$ cat src/verilog/scp_pkg.sv
// Shared constants, carrier structs and state types of the serial command port
package scp_pkg;
  // Register selection and command byte layout
  localparam int CMD_W = 8;
  localparam int DATA_W = 24;
  localparam int SHIFT_W = 32;
  localparam int RW_BIT = 6;
  localparam int RS_HI = 5;
  localparam int RS_LO = 3;
  localparam int CREAD_BIT = 2;
  localparam logic [2:0] RS_COMM = 3'h0;
  localparam logic [2:0] RS_MODE = 3'h1;
  localparam logic [2:0] RS_CONF = 3'h2;
  localparam logic [2:0] RS_DATA = 3'h3;
  localparam logic [2:0] RS_ID = 3'h4;
  localparam logic [7:0] CMD_CREAD_ENTER = 8'h5c;
  localparam logic [7:0] CMD_CREAD_EXIT = 8'h58;
  // Mode register fields
  localparam int MD_HI = 23;
  localparam int MD_LO = 21;
  localparam int STA_BIT = 20;
  localparam logic [2:0] MD_CONT = 3'h0;
  localparam logic [2:0] MD_SINGLE = 3'h1;
  localparam logic [2:0] MD_PDOWN = 3'h2;
  localparam logic [23:0] MODE_RESET = 24'h000000;
  // Configuration register fields
  localparam int EN_HI = 15;
  localparam int EN_LO = 8;
  localparam logic [23:0] CONF_RESET = 24'h000100;
  // Status byte layout
  localparam int STAT_RDY_BIT = 7;
  localparam int STAT_CH_W = 4;
  // Identity byte, value is arbitrary
  localparam logic [7:0] ID_VALUE = 8'h5a;
  // Transfer lengths in serial clocks
  localparam int CNT_W = 6;
  localparam logic [5:0] LEN_BYTE = 6'h08;
  localparam logic [5:0] LEN_WORD = 6'h18;
  localparam logic [5:0] LEN_WORD_STA = 6'h20;
  localparam logic [5:0] ONES_RESET = 6'h28;
  // Timing
  localparam int CLK_PERIOD_NS = 4;
  localparam int OSC_START_NS = 1000000;
  localparam int OSC_START_CYC = (OSC_START_NS + CLK_PERIOD_NS - 1) / CLK_PERIOD_NS;
  localparam int OSC_CNT_W = 20;

  typedef struct packed {
    logic cs_n;
    logic sclk;
    logic din;
  } scp_pins_s;

  typedef struct packed {
    logic valid;
    logic [23:0] word;
  } scp_result_s;

  typedef enum {ST_CMD, ST_WRITE, ST_READ} scp_ser_e;
  typedef enum {SQ_OFF, SQ_WAKE, SQ_START, SQ_WAIT} scp_seq_e;
endpackage

$ cat src/verilog/scp_sync.sv
// Two-stage synchroniser for pin inputs
`timescale 1ns/1ps
module scp_sync #(
  parameter int W = 1,
  parameter logic [W-1:0] RST_VAL = '0
) (
  input wire logic mclk,
  input wire logic srst,
  input wire logic [W-1:0] d,
  output logic [W-1:0] q
);
  logic [W-1:0] meta_reg;

  // First stage feeds only the second
  always_ff @(posedge mclk) begin
    if (srst) begin
      meta_reg <= RST_VAL;
      q <= RST_VAL;
    end else begin
      meta_reg <= d;
      q <= meta_reg;
    end
  end
endmodule

$ cat src/verilog/scp_port.sv
// Serial command port with conversion sequencing and continuous read
`timescale 1ns/1ps
// Overview of operation
// - First byte after reset is command
// - Command picks read/write and target register
// - Data in on din, out on shared line
// - Ready low on new word, high after read
// - Ready high before data register update
// - Chip select gates device, may stay low
// - Repeat reads allowed except in continuous read
// - MSB presented on chip select assertion
// - Forty ones on din reset everything
// - Single mode: one conversion per enabled channel, then power down
// - Oscillator start delay from power down
// - Single mode ready stays high after read
// - Single mode converts each enabled channel once
// - Append status byte, channel in low bits
// - Continuous conversion at power up, ready low
// - Result dropped while data register read, unless in continuous read
// - Continuous mode loops enabled channels
// - Command enters continuous read mode
// - Unread word replaced by newer result
// - Exit command watched on din
// - Eight channel enable bits select sequence
module scp_port #(
  parameter int OSC_START_CYCLES = scp_pkg::OSC_START_CYC
) (
  input wire logic mclk,
  input wire logic srst,
  input scp_pkg::scp_pins_s pins,
  output logic dout_rdy,
  output logic dout_rdy_oe,
  input scp_pkg::scp_result_s conv_result,
  output logic conv_start,
  output logic [2:0] conv_channel,
  output logic conv_power_up,
  output logic cread_active
);
  import scp_pkg::*;

  ////////////////////////////////////////////////////////////////////////
  // Pin synchronisers and edge detection

  logic [2:0] pins_sync;
  logic cs_n_s;
  logic sclk_s;
  logic din_s;
  logic sclk_d_reg;
  logic cs_n_d_reg;
  logic sclk_rise;
  logic sclk_fall;
  logic cs_fall;
  logic selected;

  scp_sync #(.W(3), .RST_VAL(3'h6)) u_sync (
    .mclk(mclk),
    .srst(srst),
    .d({pins.cs_n, pins.sclk, pins.din}),
    .q(pins_sync)
  );

  assign cs_n_s = pins_sync[2];
  assign sclk_s = pins_sync[1];
  assign din_s = pins_sync[0];
  assign selected = ~cs_n_s;
  assign sclk_rise = selected & sclk_s & ~sclk_d_reg;
  assign sclk_fall = selected & ~sclk_s & sclk_d_reg;
  assign cs_fall = ~cs_n_s & cs_n_d_reg;

  always_ff @(posedge mclk) begin
    if (srst) begin
      sclk_d_reg <= 1'b1;
      cs_n_d_reg <= 1'b1;
    end else begin
      sclk_d_reg <= sclk_s;
      cs_n_d_reg <= cs_n_s;
    end
  end

  ////////////////////////////////////////////////////////////////////////
  // Interface reset by a run of ones

  logic [5:0] ones_cnt_reg;
  logic ones_rst_reg;
  logic rst;

  assign rst = srst | ones_rst_reg;

  always_ff @(posedge mclk) begin
    if (srst) begin
      ones_cnt_reg <= '0;
      ones_rst_reg <= 1'b0;
    end else begin
      ones_rst_reg <= sclk_rise & din_s & (ones_cnt_reg == ONES_RESET - 6'h01);
      if (ones_rst_reg) begin
        ones_cnt_reg <= '0;
      end else if (sclk_rise) begin
        ones_cnt_reg <= din_s ? ones_cnt_reg + 6'h01 : 6'h00;
      end
    end
  end

  ////////////////////////////////////////////////////////////////////////
  // Shared state and decode

  scp_ser_e ser_reg;
  scp_seq_e seq_reg;
  logic [5:0] bit_cnt_reg;
  logic [5:0] len_reg;
  logic [23:0] sh_in_reg;
  logic [31:0] sh_out_reg;
  logic out_bit_reg;
  logic pres_reg;
  logic [2:0] rs_reg;
  logic cread_reg;
  logic [23:0] mode_reg;
  logic [23:0] conf_reg;
  logic [23:0] data_reg;
  logic [3:0] data_ch_reg;
  logic rdy_n_reg;
  logic upd_pend_reg;
  logic [23:0] pend_word_reg;
  logic [3:0] pend_ch_reg;
  logic [2:0] cur_ch_reg;
  logic [OSC_CNT_W-1:0] osc_cnt_reg;
  logic dout_reg;
  logic oe_reg;

  logic [7:0] cmd_byte;
  logic [23:0] wr_word;
  logic last_bit;
  logic cmd_done;
  logic read_done;
  logic write_done;
  logic sta_en;
  logic [7:0] status_byte;
  logic [7:0] chan_en;
  logic [2:0] md;
  logic data_busy;
  logic take_result;
  logic cread_start;
  logic [31:0] cread_word;
  logic [31:0] reg_word;
  logic [5:0] rd_len;
  logic mode_wr;
  logic [2:0] next_ch;
  logic [2:0] first_ch;
  logic seq_wrap;
  logic [2:0] wr_md;

  function automatic logic [2:0] next_enabled(input logic [7:0] en, input logic [2:0] cur);
    logic [2:0] r;
    logic found;
    logic [2:0] c;
    r = cur;
    found = 1'b0;
    for (int i = 1; i <= 8; i++) begin
      c = cur + i[2:0];
      if (!found && en[c]) begin
        r = c;
        found = 1'b1;
      end
    end
    return r;
  endfunction

  assign cmd_byte = {sh_in_reg[6:0], din_s};
  assign wr_word = {sh_in_reg[22:0], din_s};
  assign last_bit = sclk_rise & (bit_cnt_reg == len_reg - 6'h01);
  assign cmd_done = (ser_reg == ST_CMD) & sclk_rise & (bit_cnt_reg == LEN_BYTE - 6'h01);
  assign read_done = (ser_reg == ST_READ) & last_bit;
  assign write_done = (ser_reg == ST_WRITE) & last_bit;
  assign sta_en = mode_reg[STA_BIT];
  assign md = mode_reg[MD_HI:MD_LO];
  assign chan_en = conf_reg[EN_HI:EN_LO];
  assign status_byte = {rdy_n_reg, 3'h0, data_ch_reg};
  assign rd_len = (rs_reg == RS_DATA) ? (sta_en ? LEN_WORD_STA : LEN_WORD) : rd_len_sel(rs_reg);
  assign cread_word = sta_en ? {data_reg, status_byte} : {data_reg, 8'h00};
  assign data_busy = (ser_reg == ST_READ) & (rs_reg == RS_DATA) & ~cread_reg;
  assign take_result = conv_result.valid & ~data_busy;
  assign cread_start = cread_reg & (ser_reg == ST_CMD) & ~rdy_n_reg & ~upd_pend_reg
                       & (sclk_fall | cs_fall);
  assign mode_wr = write_done & (rs_reg == RS_MODE);
  assign wr_md = wr_word[MD_HI:MD_LO];
  assign first_ch = next_enabled(chan_en, 3'h7);
  assign next_ch = next_enabled(chan_en, cur_ch_reg);
  assign seq_wrap = next_ch <= cur_ch_reg;

  function automatic logic [5:0] rd_len_sel(input logic [2:0] rs);
    return ((rs == RS_MODE) || (rs == RS_CONF)) ? LEN_WORD : LEN_BYTE;
  endfunction

  always_comb begin
    case (cmd_byte[RS_HI:RS_LO])
      RS_COMM: reg_word = {status_byte, 24'h000000};
      RS_MODE: reg_word = {mode_reg, 8'h00};
      RS_CONF: reg_word = {conf_reg, 8'h00};
      RS_DATA: reg_word = sta_en ? {data_reg, status_byte} : {data_reg, 8'h00};
      RS_ID: reg_word = {ID_VALUE, 24'h000000};
      default: reg_word = '0;
    endcase
  end

  ////////////////////////////////////////////////////////////////////////
  // Serial transfer engine

  always_ff @(posedge mclk) begin
    if (rst) begin
      ser_reg <= ST_CMD;
      bit_cnt_reg <= '0;
      len_reg <= LEN_BYTE;
      sh_in_reg <= '0;
      sh_out_reg <= '0;
      out_bit_reg <= 1'b1;
      pres_reg <= 1'b0;
      rs_reg <= RS_COMM;
      cread_reg <= 1'b0;
    end else if (cread_reg && (ser_reg == ST_READ) && upd_pend_reg) begin
      ser_reg <= ST_CMD;
      bit_cnt_reg <= '0;
      len_reg <= LEN_BYTE;
      sh_out_reg <= '0;
    end else if (cread_start) begin
      ser_reg <= ST_READ;
      bit_cnt_reg <= '0;
      len_reg <= sta_en ? LEN_WORD_STA : LEN_WORD;
      rs_reg <= RS_DATA;
      out_bit_reg <= cread_word[SHIFT_W-1];
      sh_out_reg <= {cread_word[SHIFT_W-2:0], 1'b0};
      pres_reg <= 1'b1;
    end else begin
      if (sclk_rise) begin
        sh_in_reg <= wr_word;
        bit_cnt_reg <= last_bit ? 6'h00 : bit_cnt_reg + 6'h01;
      end
      if (ser_reg == ST_READ && !pres_reg && cs_fall) begin
        out_bit_reg <= sh_out_reg[SHIFT_W-1];
        sh_out_reg <= {sh_out_reg[SHIFT_W-2:0], 1'b0};
        pres_reg <= 1'b1;
      end else if (ser_reg == ST_READ && sclk_fall) begin
        out_bit_reg <= sh_out_reg[SHIFT_W-1];
        sh_out_reg <= {sh_out_reg[SHIFT_W-2:0], 1'b0};
        pres_reg <= 1'b1;
      end
      // Exit command is watched while a continuous read runs
      if (ser_reg == ST_READ && cread_reg && sclk_rise && bit_cnt_reg == LEN_BYTE - 6'h01
          && cmd_byte == CMD_CREAD_EXIT) begin
        cread_reg <= 1'b0;
      end
      case (ser_reg)
        ST_CMD: begin
          if (cmd_done && !cread_reg) begin
            rs_reg <= cmd_byte[RS_HI:RS_LO];
            bit_cnt_reg <= '0;
            if (cmd_byte == CMD_CREAD_ENTER) begin
              cread_reg <= 1'b1;
              len_reg <= LEN_BYTE;
            end else if (cmd_byte[RW_BIT]) begin
              ser_reg <= ST_READ;
              len_reg <= (cmd_byte[RS_HI:RS_LO] == RS_DATA) ?
                         (sta_en ? LEN_WORD_STA : LEN_WORD) : rd_len_sel(cmd_byte[RS_HI:RS_LO]);
              sh_out_reg <= reg_word;
              pres_reg <= 1'b0;
            end else begin
              ser_reg <= ST_WRITE;
              len_reg <= rd_len_sel(cmd_byte[RS_HI:RS_LO]);
            end
          end
        end
        ST_WRITE: begin
          if (write_done) begin
            ser_reg <= ST_CMD;
            len_reg <= LEN_BYTE;
          end
        end
        ST_READ: begin
          if (read_done) begin
            ser_reg <= ST_CMD;
            len_reg <= LEN_BYTE;
          end
        end
        default: ser_reg <= ST_CMD;
      endcase
    end
  end

  ////////////////////////////////////////////////////////////////////////
  // Result capture and ready flag

  always_ff @(posedge mclk) begin
    if (rst) begin
      data_reg <= '0;
      data_ch_reg <= '0;
      rdy_n_reg <= 1'b1;
      upd_pend_reg <= 1'b0;
      pend_word_reg <= '0;
      pend_ch_reg <= '0;
    end else begin
      if (upd_pend_reg) begin
        data_reg <= pend_word_reg;
        data_ch_reg <= pend_ch_reg;
        rdy_n_reg <= 1'b0;
        upd_pend_reg <= 1'b0;
      end else if (take_result) begin
        // Ready goes high a cycle ahead of the overwrite
        rdy_n_reg <= 1'b1;
        upd_pend_reg <= 1'b1;
        pend_word_reg <= conv_result.word;
        pend_ch_reg <= {1'b0, cur_ch_reg};
      end else if (read_done && rs_reg == RS_DATA) begin
        rdy_n_reg <= 1'b1;
      end
    end
  end

  ////////////////////////////////////////////////////////////////////////
  // Mode, configuration and channel sequencer

  always_ff @(posedge mclk) begin
    if (rst) begin
      mode_reg <= MODE_RESET;
      conf_reg <= CONF_RESET;
      seq_reg <= SQ_START;
      cur_ch_reg <= first_ch_reset();
      osc_cnt_reg <= '0;
    end else begin
      if (write_done && rs_reg == RS_CONF) begin
        conf_reg <= wr_word;
      end
      if (mode_wr) begin
        mode_reg <= wr_word;
        cur_ch_reg <= first_ch;
        osc_cnt_reg <= '0;
        if ((wr_md == MD_SINGLE || wr_md == MD_CONT) && seq_reg == SQ_OFF) begin
          seq_reg <= SQ_WAKE;
        end else if (wr_md == MD_SINGLE || wr_md == MD_CONT) begin
          seq_reg <= SQ_START;
        end else begin
          seq_reg <= SQ_OFF;
        end
      end else begin
        case (seq_reg)
          SQ_OFF: seq_reg <= SQ_OFF;
          SQ_WAKE: begin
            // Oscillator start-up is counted, not measured
            osc_cnt_reg <= osc_cnt_reg + 1'b1;
            if (osc_cnt_reg == OSC_CNT_W'(OSC_START_CYCLES - 1)) begin
              seq_reg <= SQ_START;
            end
          end
          SQ_START: seq_reg <= (chan_en == 8'h00) ? SQ_START : SQ_WAIT;
          SQ_WAIT: begin
            if (conv_result.valid) begin
              if (md == MD_SINGLE && seq_wrap) begin
                seq_reg <= SQ_OFF;
                mode_reg[MD_HI:MD_LO] <= MD_PDOWN;
              end else begin
                cur_ch_reg <= next_ch;
                seq_reg <= SQ_START;
              end
            end
          end
          default: seq_reg <= SQ_OFF;
        endcase
      end
    end
  end

  function automatic logic [2:0] first_ch_reset();
    return next_enabled(CONF_RESET[EN_HI:EN_LO], 3'h7);
  endfunction

  ////////////////////////////////////////////////////////////////////////
  // Shared output line

  always_ff @(posedge mclk) begin
    if (srst) begin
      dout_reg <= 1'b1;
      oe_reg <= 1'b0;
    end else begin
      dout_reg <= (ser_reg == ST_READ) ? out_bit_reg : rdy_n_reg;
      oe_reg <= selected;
    end
  end

  assign dout_rdy = dout_reg;
  assign dout_rdy_oe = oe_reg;
  assign conv_start = (seq_reg == SQ_START) && (chan_en != 8'h00);
  assign conv_channel = cur_ch_reg;
  assign conv_power_up = seq_reg != SQ_OFF;
  assign cread_active = cread_reg;
endmodule

$ cat config.mk
export PLATFORM = sky130hd
export DESIGN_NAME = scp_port
export DESIGN_NICKNAME = d
export VERILOG_FILES = /design/src/verilog/scp_pkg.sv /design/src/verilog/scp_sync.sv /design/src/verilog/scp_port.sv
export SDC_FILE = /design/constraint.sdc
export NUM_CORES = 1
export LEC_CHECK = 0
export ABC_AREA = 1
export ABC_CLOCK_PERIOD_IN_PS = 3300
export BUFFER_PORTS_ARGS = -buffer_cell sky130_fd_sc_hd__buf_2
export CORE_MARGIN = 1.5
export CORE_UTILIZATION = 36
export DETAILED_ROUTE_END_ITERATION = 10
export HOLD_SLACK_MARGIN = 0.06
export SETUP_SLACK_MARGIN = 0.02
export SLEW_MARGIN = 0
export SYNTH_ARGS = -nofsm -noshare
export SYNTH_HDL_FRONTEND = slang
export SYNTH_HIERARCHICAL = 1
export SYNTH_SLANG_ARGS = --single-unit
$ cat constraint.sdc
create_clock -name mclk -period 3.3 [get_ports mclk]
set_input_delay 0 -clock mclk [delete_from_list [all_inputs] [get_ports mclk]]
set_output_delay 0 -clock mclk [all_outputs]
set_load 0.01 [all_outputs]
# Word-level counts from Yosys, hierarchy flattened
# Cells that the tools add are included.
[word_totals]
reg_bits = 281
in_bits = 30
out_inout_bits = 8
[op_classes]
n_addsub = 11
order_cmp = 9
eq_ne = 34
n_mux = 115
n_bitwise = 31
reduce_logical = 78
[op_table]
columns = ["operator", "count"]
rows = [
  ["$mux W32", 14],
  ["$pmux W32 S3", 2],
  ["$pmux W32 S5", 1],
  ["$eq A32 B2 Y1 const B", 4],
  ["$logic_not A32 Y1", 3],
  ["$mux W3", 27],
  ["$mux W6", 13],
  ["$eq A32 B1 Y1 const B", 2],
  ["$eq A32 B3 Y1 const B", 2],
  ["$mux W1", 42],
  ["$lt A3 B4 Y1 const B", 8],
  ["$reduce_bool A32 Y1", 1],
  ["$logic_and A1 B1 Y1", 28],
  ["$bmux W1 S3", 8],
  ["$add A20 B1 Y20 const B", 1],
  ["$and A1 B1 Y1", 20],
  ["$eq A20 B18 Y1 const B", 1],
  ["$ne A3 B3 Y1 const B", 6],
  ["$pmux W6 S3", 1],
  ["$eq A8 B7 Y1 const B", 2],
  ["$logic_not A1 Y1", 16],
  ["$add A3 B3 Y3 const B", 4],
  ["$add A6 B1 Y6 const B", 2],
  ["$eq A3 B1 Y1 const B", 4],
  ["27 further kinds", 66],
]

# Longest topological paths before layout
[logic_depth]
word_depth = 31
ltp_mapped = 27
depth_no_buf = 26

# Cells and area by module
# The synthesis kept the hierarchy.
[by_module_without_submodules]
columns = ["mod", "n_inst", "cells_each", "area_each_um2", "seq_area_each_um2"]
rows = [
  ["scp_port", 1, 1339, 9978.3, 4244.1],
  ["scp_sync", 1, 19, 168.9, 120.1],
]

# Worst setup path after synthesis
# Ideal clock, no wire load.
[synth_timing]
path_kind = "register to register"
from = "register cur_ch_reg[0], in the netlist conv_channel[0]"
to = "register cur_ch_reg[1], in the netlist conv_channel[1]"
arrival_ps = 3072
required_time_ps = 3169
slack_ps = 98
path_stages_with_launch = 27
path_buffers = 1
synth_period_minus_slack_ps = 3202
path_cell_list = "dfxtp_1 inv_2 buf_6 ha_1 inv_1 nand3_1 nand3_2 nand2_4 nor2_8 nand4_4 nor2_4 nand2_1 nand2_1 inv_1 nand2_1 nand2_2 ha_1 a21oi_1 o21ai_0 nand2_1 nand2_1 nand3_1 nand2_1 o21ai_0 inv_1 nand2_1 a21oi_2"
[synth_between]
elab_chain_len = 29
elab_cells_between_ends = 60
classes_between = "7 x add/sub; 1 x order compare; 1 x eq/ne; 35 x mux; 16 x reduce/logical"
[synth_rtl]
columns = ["element", "line_no", "rtl"]
rows = [
  ["from (decl)", "scp_port.sv:124", "logic [2:0] cur_ch_reg;"],
  ["from (signal assigned)", "scp_port.sv:324", "cur_ch_reg <= first_ch_reset();"],
  ["from (signal assigned)", "scp_port.sv:332", "cur_ch_reg <= first_ch;"],
  ["from (signal assigned)", "scp_port.sv:358", "cur_ch_reg <= next_ch;"],
  ["$add A3 B1 Y3", "scp_port.sv:158", "c = cur + i[2:0];"],
  ["$bmux W1 S3", "scp_port.sv:159", "if (!found && en[c]) begin"],
  ["$mux W1 (not written as such)", "scp_port.sv:159", ""],
  ["$mux W1", "scp_port.sv:159", ""],
  ["$logic_not A1 Y1", "scp_port.sv:159", ""],
  ["$logic_and A1 B1 Y1", "scp_port.sv:159", ""],
  ["$mux W1", "scp_port.sv:159", ""],
  ["$logic_not A1 Y1", "scp_port.sv:159", ""],
  ["[13 not listed]", "n/a", ""],
  ["$mux W1", "scp_port.sv:159", ""],
  ["$logic_not A1 Y1", "scp_port.sv:159", ""],
  ["$logic_and A1 B1 Y1", "scp_port.sv:159", ""],
  ["$mux W3", "scp_port.sv:159", ""],
  ["$le A3 B3 Y1 / $mux W3 (equally long branches)", "scp_port.sv:187, scp_port.sv:354", ""],
  ["$logic_and A1 B1 Y1 / $mux W3 (equally long branches)", "scp_port.sv:354, scp_port.sv:353", ""],
  ["$ne A2 B2 Y1 (no line) / $mux W3 (equally long branches)", "n/a", ""],
  ["$reduce_and A3 Y1 (no line) / $mux W3 (equally long branches)", "n/a", ""],
]
# Parallel ways exist; a longest one is shown, timed or not. The select of a mux whose other input is x is not followed.
# A chain may end at the register's enable or synchronous reset.

# Worst setup path after layout
[layout_timing]
from = "register cur_ch_reg[1], in the netlist conv_channel[1]"
to = "register cur_ch_reg[2], in the netlist conv_channel[2]"
# Same word-level chain as after synthesis.

==> reports/metrics.yaml <==
largest_register_ffs: 32
ir_drop_mv: 0.4790
track_usage: 0.1848
start_util: 0.3652
grt_pass1_vias: 8523
end_kind: "flip-flop"
synth_edf_count: 0
path_class: "reg -> reg"
fin_crit_sh: 0.9357
startpoint_type: "flip-flop"
grt_setup_unrepaired: "false"
synth.largest_area_cell: "dfxtp_1"
ys_ff_latch: 218
cts_root_buf: "clkbuf_16"
crit_fanout: 5
drc: 0
syn_area_per_cell_um2: 7.472
hold_violations: 0
grt_pass1_wl_um: 43310
hpwl_um: 18880
ys_top_cells_by_count: "dfxtp_1, nand2_1, a21oi_1"
drive_above_1_share: 0.1316
dieArea_um2: 29200
io_buffers: 37
place_area_um2: 10680
postSynthCellCount: 1358
p_per_area_nw_per_um2: 679.9
area_growth_pct: 17.57
dr_total_vias: 9262
whs_ns: 0.2896
final_max_slew_viol_count: 0
clkTransAtPathRegs_ns: 0.06
drt-total-wl_um: 27090
setup_viol: 0
ys.flop_type: "dfxtp_1"
vias_per_cell: 5.126
fill_cells: 2884
synth_nets: 1400
drt-wirelength-per-cell_um: 14.99
die_height_um: 170.9
diodes: 0
synth.yosys.seq_area_share: 0.4301
globalplace.congestion: 0.8705
yosysTopAreaCellShare: 0.4301
grt_max_degree: 68
cts_made_buffers: 24
worst_ep_required_time_ns: 3.75
grt-ovfl-total: 0
min_period_ns: 3.088
synthArstFlopShare: 0
yosys_warnings: 6
clock_skew_ns: 0.007229
max_slew_margin: 0.3012
nets: 1454
dr.pass1.iters: 6
p_leak_nw: 4.650
setup_tns_ns: 0
clock_sinks: 218
max_slew.worst_pin.slew_ns: 1.048
worst_ep_arrival_time_ns: 3.53
fp-row-count: 61
synthTopCellsByArea: "dfxtp_1, a21oi_1, nand2_1, o21ai_0, inv_1"
boundaryPins: 38
max_freq_mhz: 323.9
cts_tree: "yes"
multiInputGateArea_um2: 4883
fp.coreArea_um2: 27780
instances_no_fill: 1807
die_x_um: 170.9
status: "complete, no violations"
stdcell_area_um2: 11930
seqCellArea_um2: 4367
synth_cell_types: 56
drtIter0Drc: 762
final_antenna_net_count: 0
maxCapViolations: 0
htree_levels: 1
antenna_found_initial: 0
post-synth-top-count-cell: "dfxtp_1"
clock_path_buffers: 3
synth.cell_area_um2: 10150
dp.cells: 1729
insertion_delay_ns: 0.52
worstHoldPathType: "in -> reg"
==> what timing repair did <==
| item | 4_1_cts | 5_1_grt |
|---|---|---|
| hold buffers | 32 | 0 |
| buffers inserted | 0 | 3 |
| gates resized for setup | 0 | 19 |
| hold endpoints to repair | 41 | 0 |
| setup endpoints to repair | 0 | 7 |
==> layer usage <==
layer	part of all wire	track usage	routed length, µm
met1	0.46	0.2488	12510
met2	0.47	0.3104	12630
met3	0.048	0.02267	1314
met4	0.023	0.05301	633
met5	0	0	0
==> stage by stage <==
step	util	setup WS, ns	power, mW
detailed placement	0.3844	0.1003	5.092
finish	0.4294	0.2122	8.112
global placement	0.3844	0.1612	5.051
CTS	0.4257	0.07197	7.905
global route	0.4294	0.01226	8.593
floorplan	-	0.09780	4.592
==> final timing paths <==
| check | from | slack [ns] | to | depth (start not counted) |
|---|---|---|---|---|
| worst max-delay path | conv_channel[1] | 0.21 | conv_channel[2] | 24 |
| worst min-delay path | conv_result[7] | 0.29 | pend_word_reg[7] | 4 |
| worst max register to register | conv_channel[1] | 0.21 | conv_channel[2] | 24 |
| worst min register to register | u_sync/meta_reg[1] | 0.40 | u_sync/q[1] | 2 |
==> final cells by class <==
type | count | share of cell area
flip-flops and latches | 218 | 0.3660
multi-input cells | 896 | 0.4093
clock inverters | 3 | 0.005454
repair buffers | 96 | 0.05999
clock buffers | 40 | 0.06387
inverters | 176 | 0.05569
well taps | 378 | 0.03964
==> cell usage in the layout, fill, tap and decap left out, types with 3 or more instances in the layout <==
cell | Yosys | routed
dfxtp_1 | 218 | 216
nand2_1 | 208 | 204
a21oi_1 | 162 | 162
inv_1 | 156 | 154
o21ai_0 | 145 | 144
nor2_1 | 87 | 86
nand3_1 | 67 | 65
buf_2 | 17 | 37
dlygate4sd3_1 | 0 | 32
clkbuf_16 | 0 | 25
buf_4 | 5 | 25
nor3_1 | 20 | 20
inv_2 | 18 | 19
o211ai_1 | 19 | 19
o21ai_1 | 17 | 17
xor2_1 | 16 | 16
nand2_2 | 12 | 16
o22ai_1 | 13 | 13
a31oi_1 | 13 | 13
a22oi_1 | 10 | 10
nand3_2 | 7 | 9
o221ai_1 | 9 | 9
nand4_1 | 8 | 8
ha_1 | 12 | 8
clkbuf_8 | 0 | 8
a221oi_1 | 7 | 7
mux2i_1 | 7 | 7
clkbuf_1 | 43 | 7
nor2_4 | 4 | 5
or2_2 | 5 | 5
nor3_2 | 4 | 4
nor2_2 | 4 | 4
nor4_1 | 4 | 4
nand4_4 | 2 | 3
xnor2_1 | 3 | 3
a21oi_2 | 3 | 3
o21bai_1 | 3 | 3
ha_4 | 0 | 3
==> where the power goes <==
group | total [mW] | internal, mW | switching (mW)
Combinational | 2.58 | 1.02 | 1.55
Sequential | 2.76 | 2.71 | 0.0551
Clock | 2.77 | 1.72 | 1.05
==> cells by family (layout without fill, tap and decap cells) <==
group / Yosys count / count (layout) / synth area share
and+or+nand+nor: 444 / 444 / 0.2049
AOI/OAI and AO/OA: 412 / 412 / 0.2271
buffers and inverters: 244 / 315 / 0.09655
DFF: 218 / 218 / 0.4301
xor gates and xnor gates: 21 / 21 / 0.01961
adders and majority gates: 12 / 12 / 0.01480
muxes: 7 / 7 / 0.006905
==> worst max-delay path, stage by stage, from the launching register on <==
cell and delay [ns]:
dfxtp_2 0.34, inv_2 0.05, ha_4 0.27, buf_4 0.13, nand3_1 0.12, nand3_2 0.12, nand2_4 0.08, nor2_8 0.14
nand4_4 0.14, nor2_4 0.16, nand2_1 0.06, nand2_1 0.07, inv_1 0.03, nand2_1 0.06, nand2_2 0.07, ha_4 0.22
a21oi_1 0.13, o21ai_1 0.08, nand2_1 0.11, nand2_1 0.06, nand3_1 0.09, nand2_2 0.07, buf_4 0.14, buf_4 0.12
a31oi_1 0.14
Note: power is estimated with default switching activity, not from simulation.
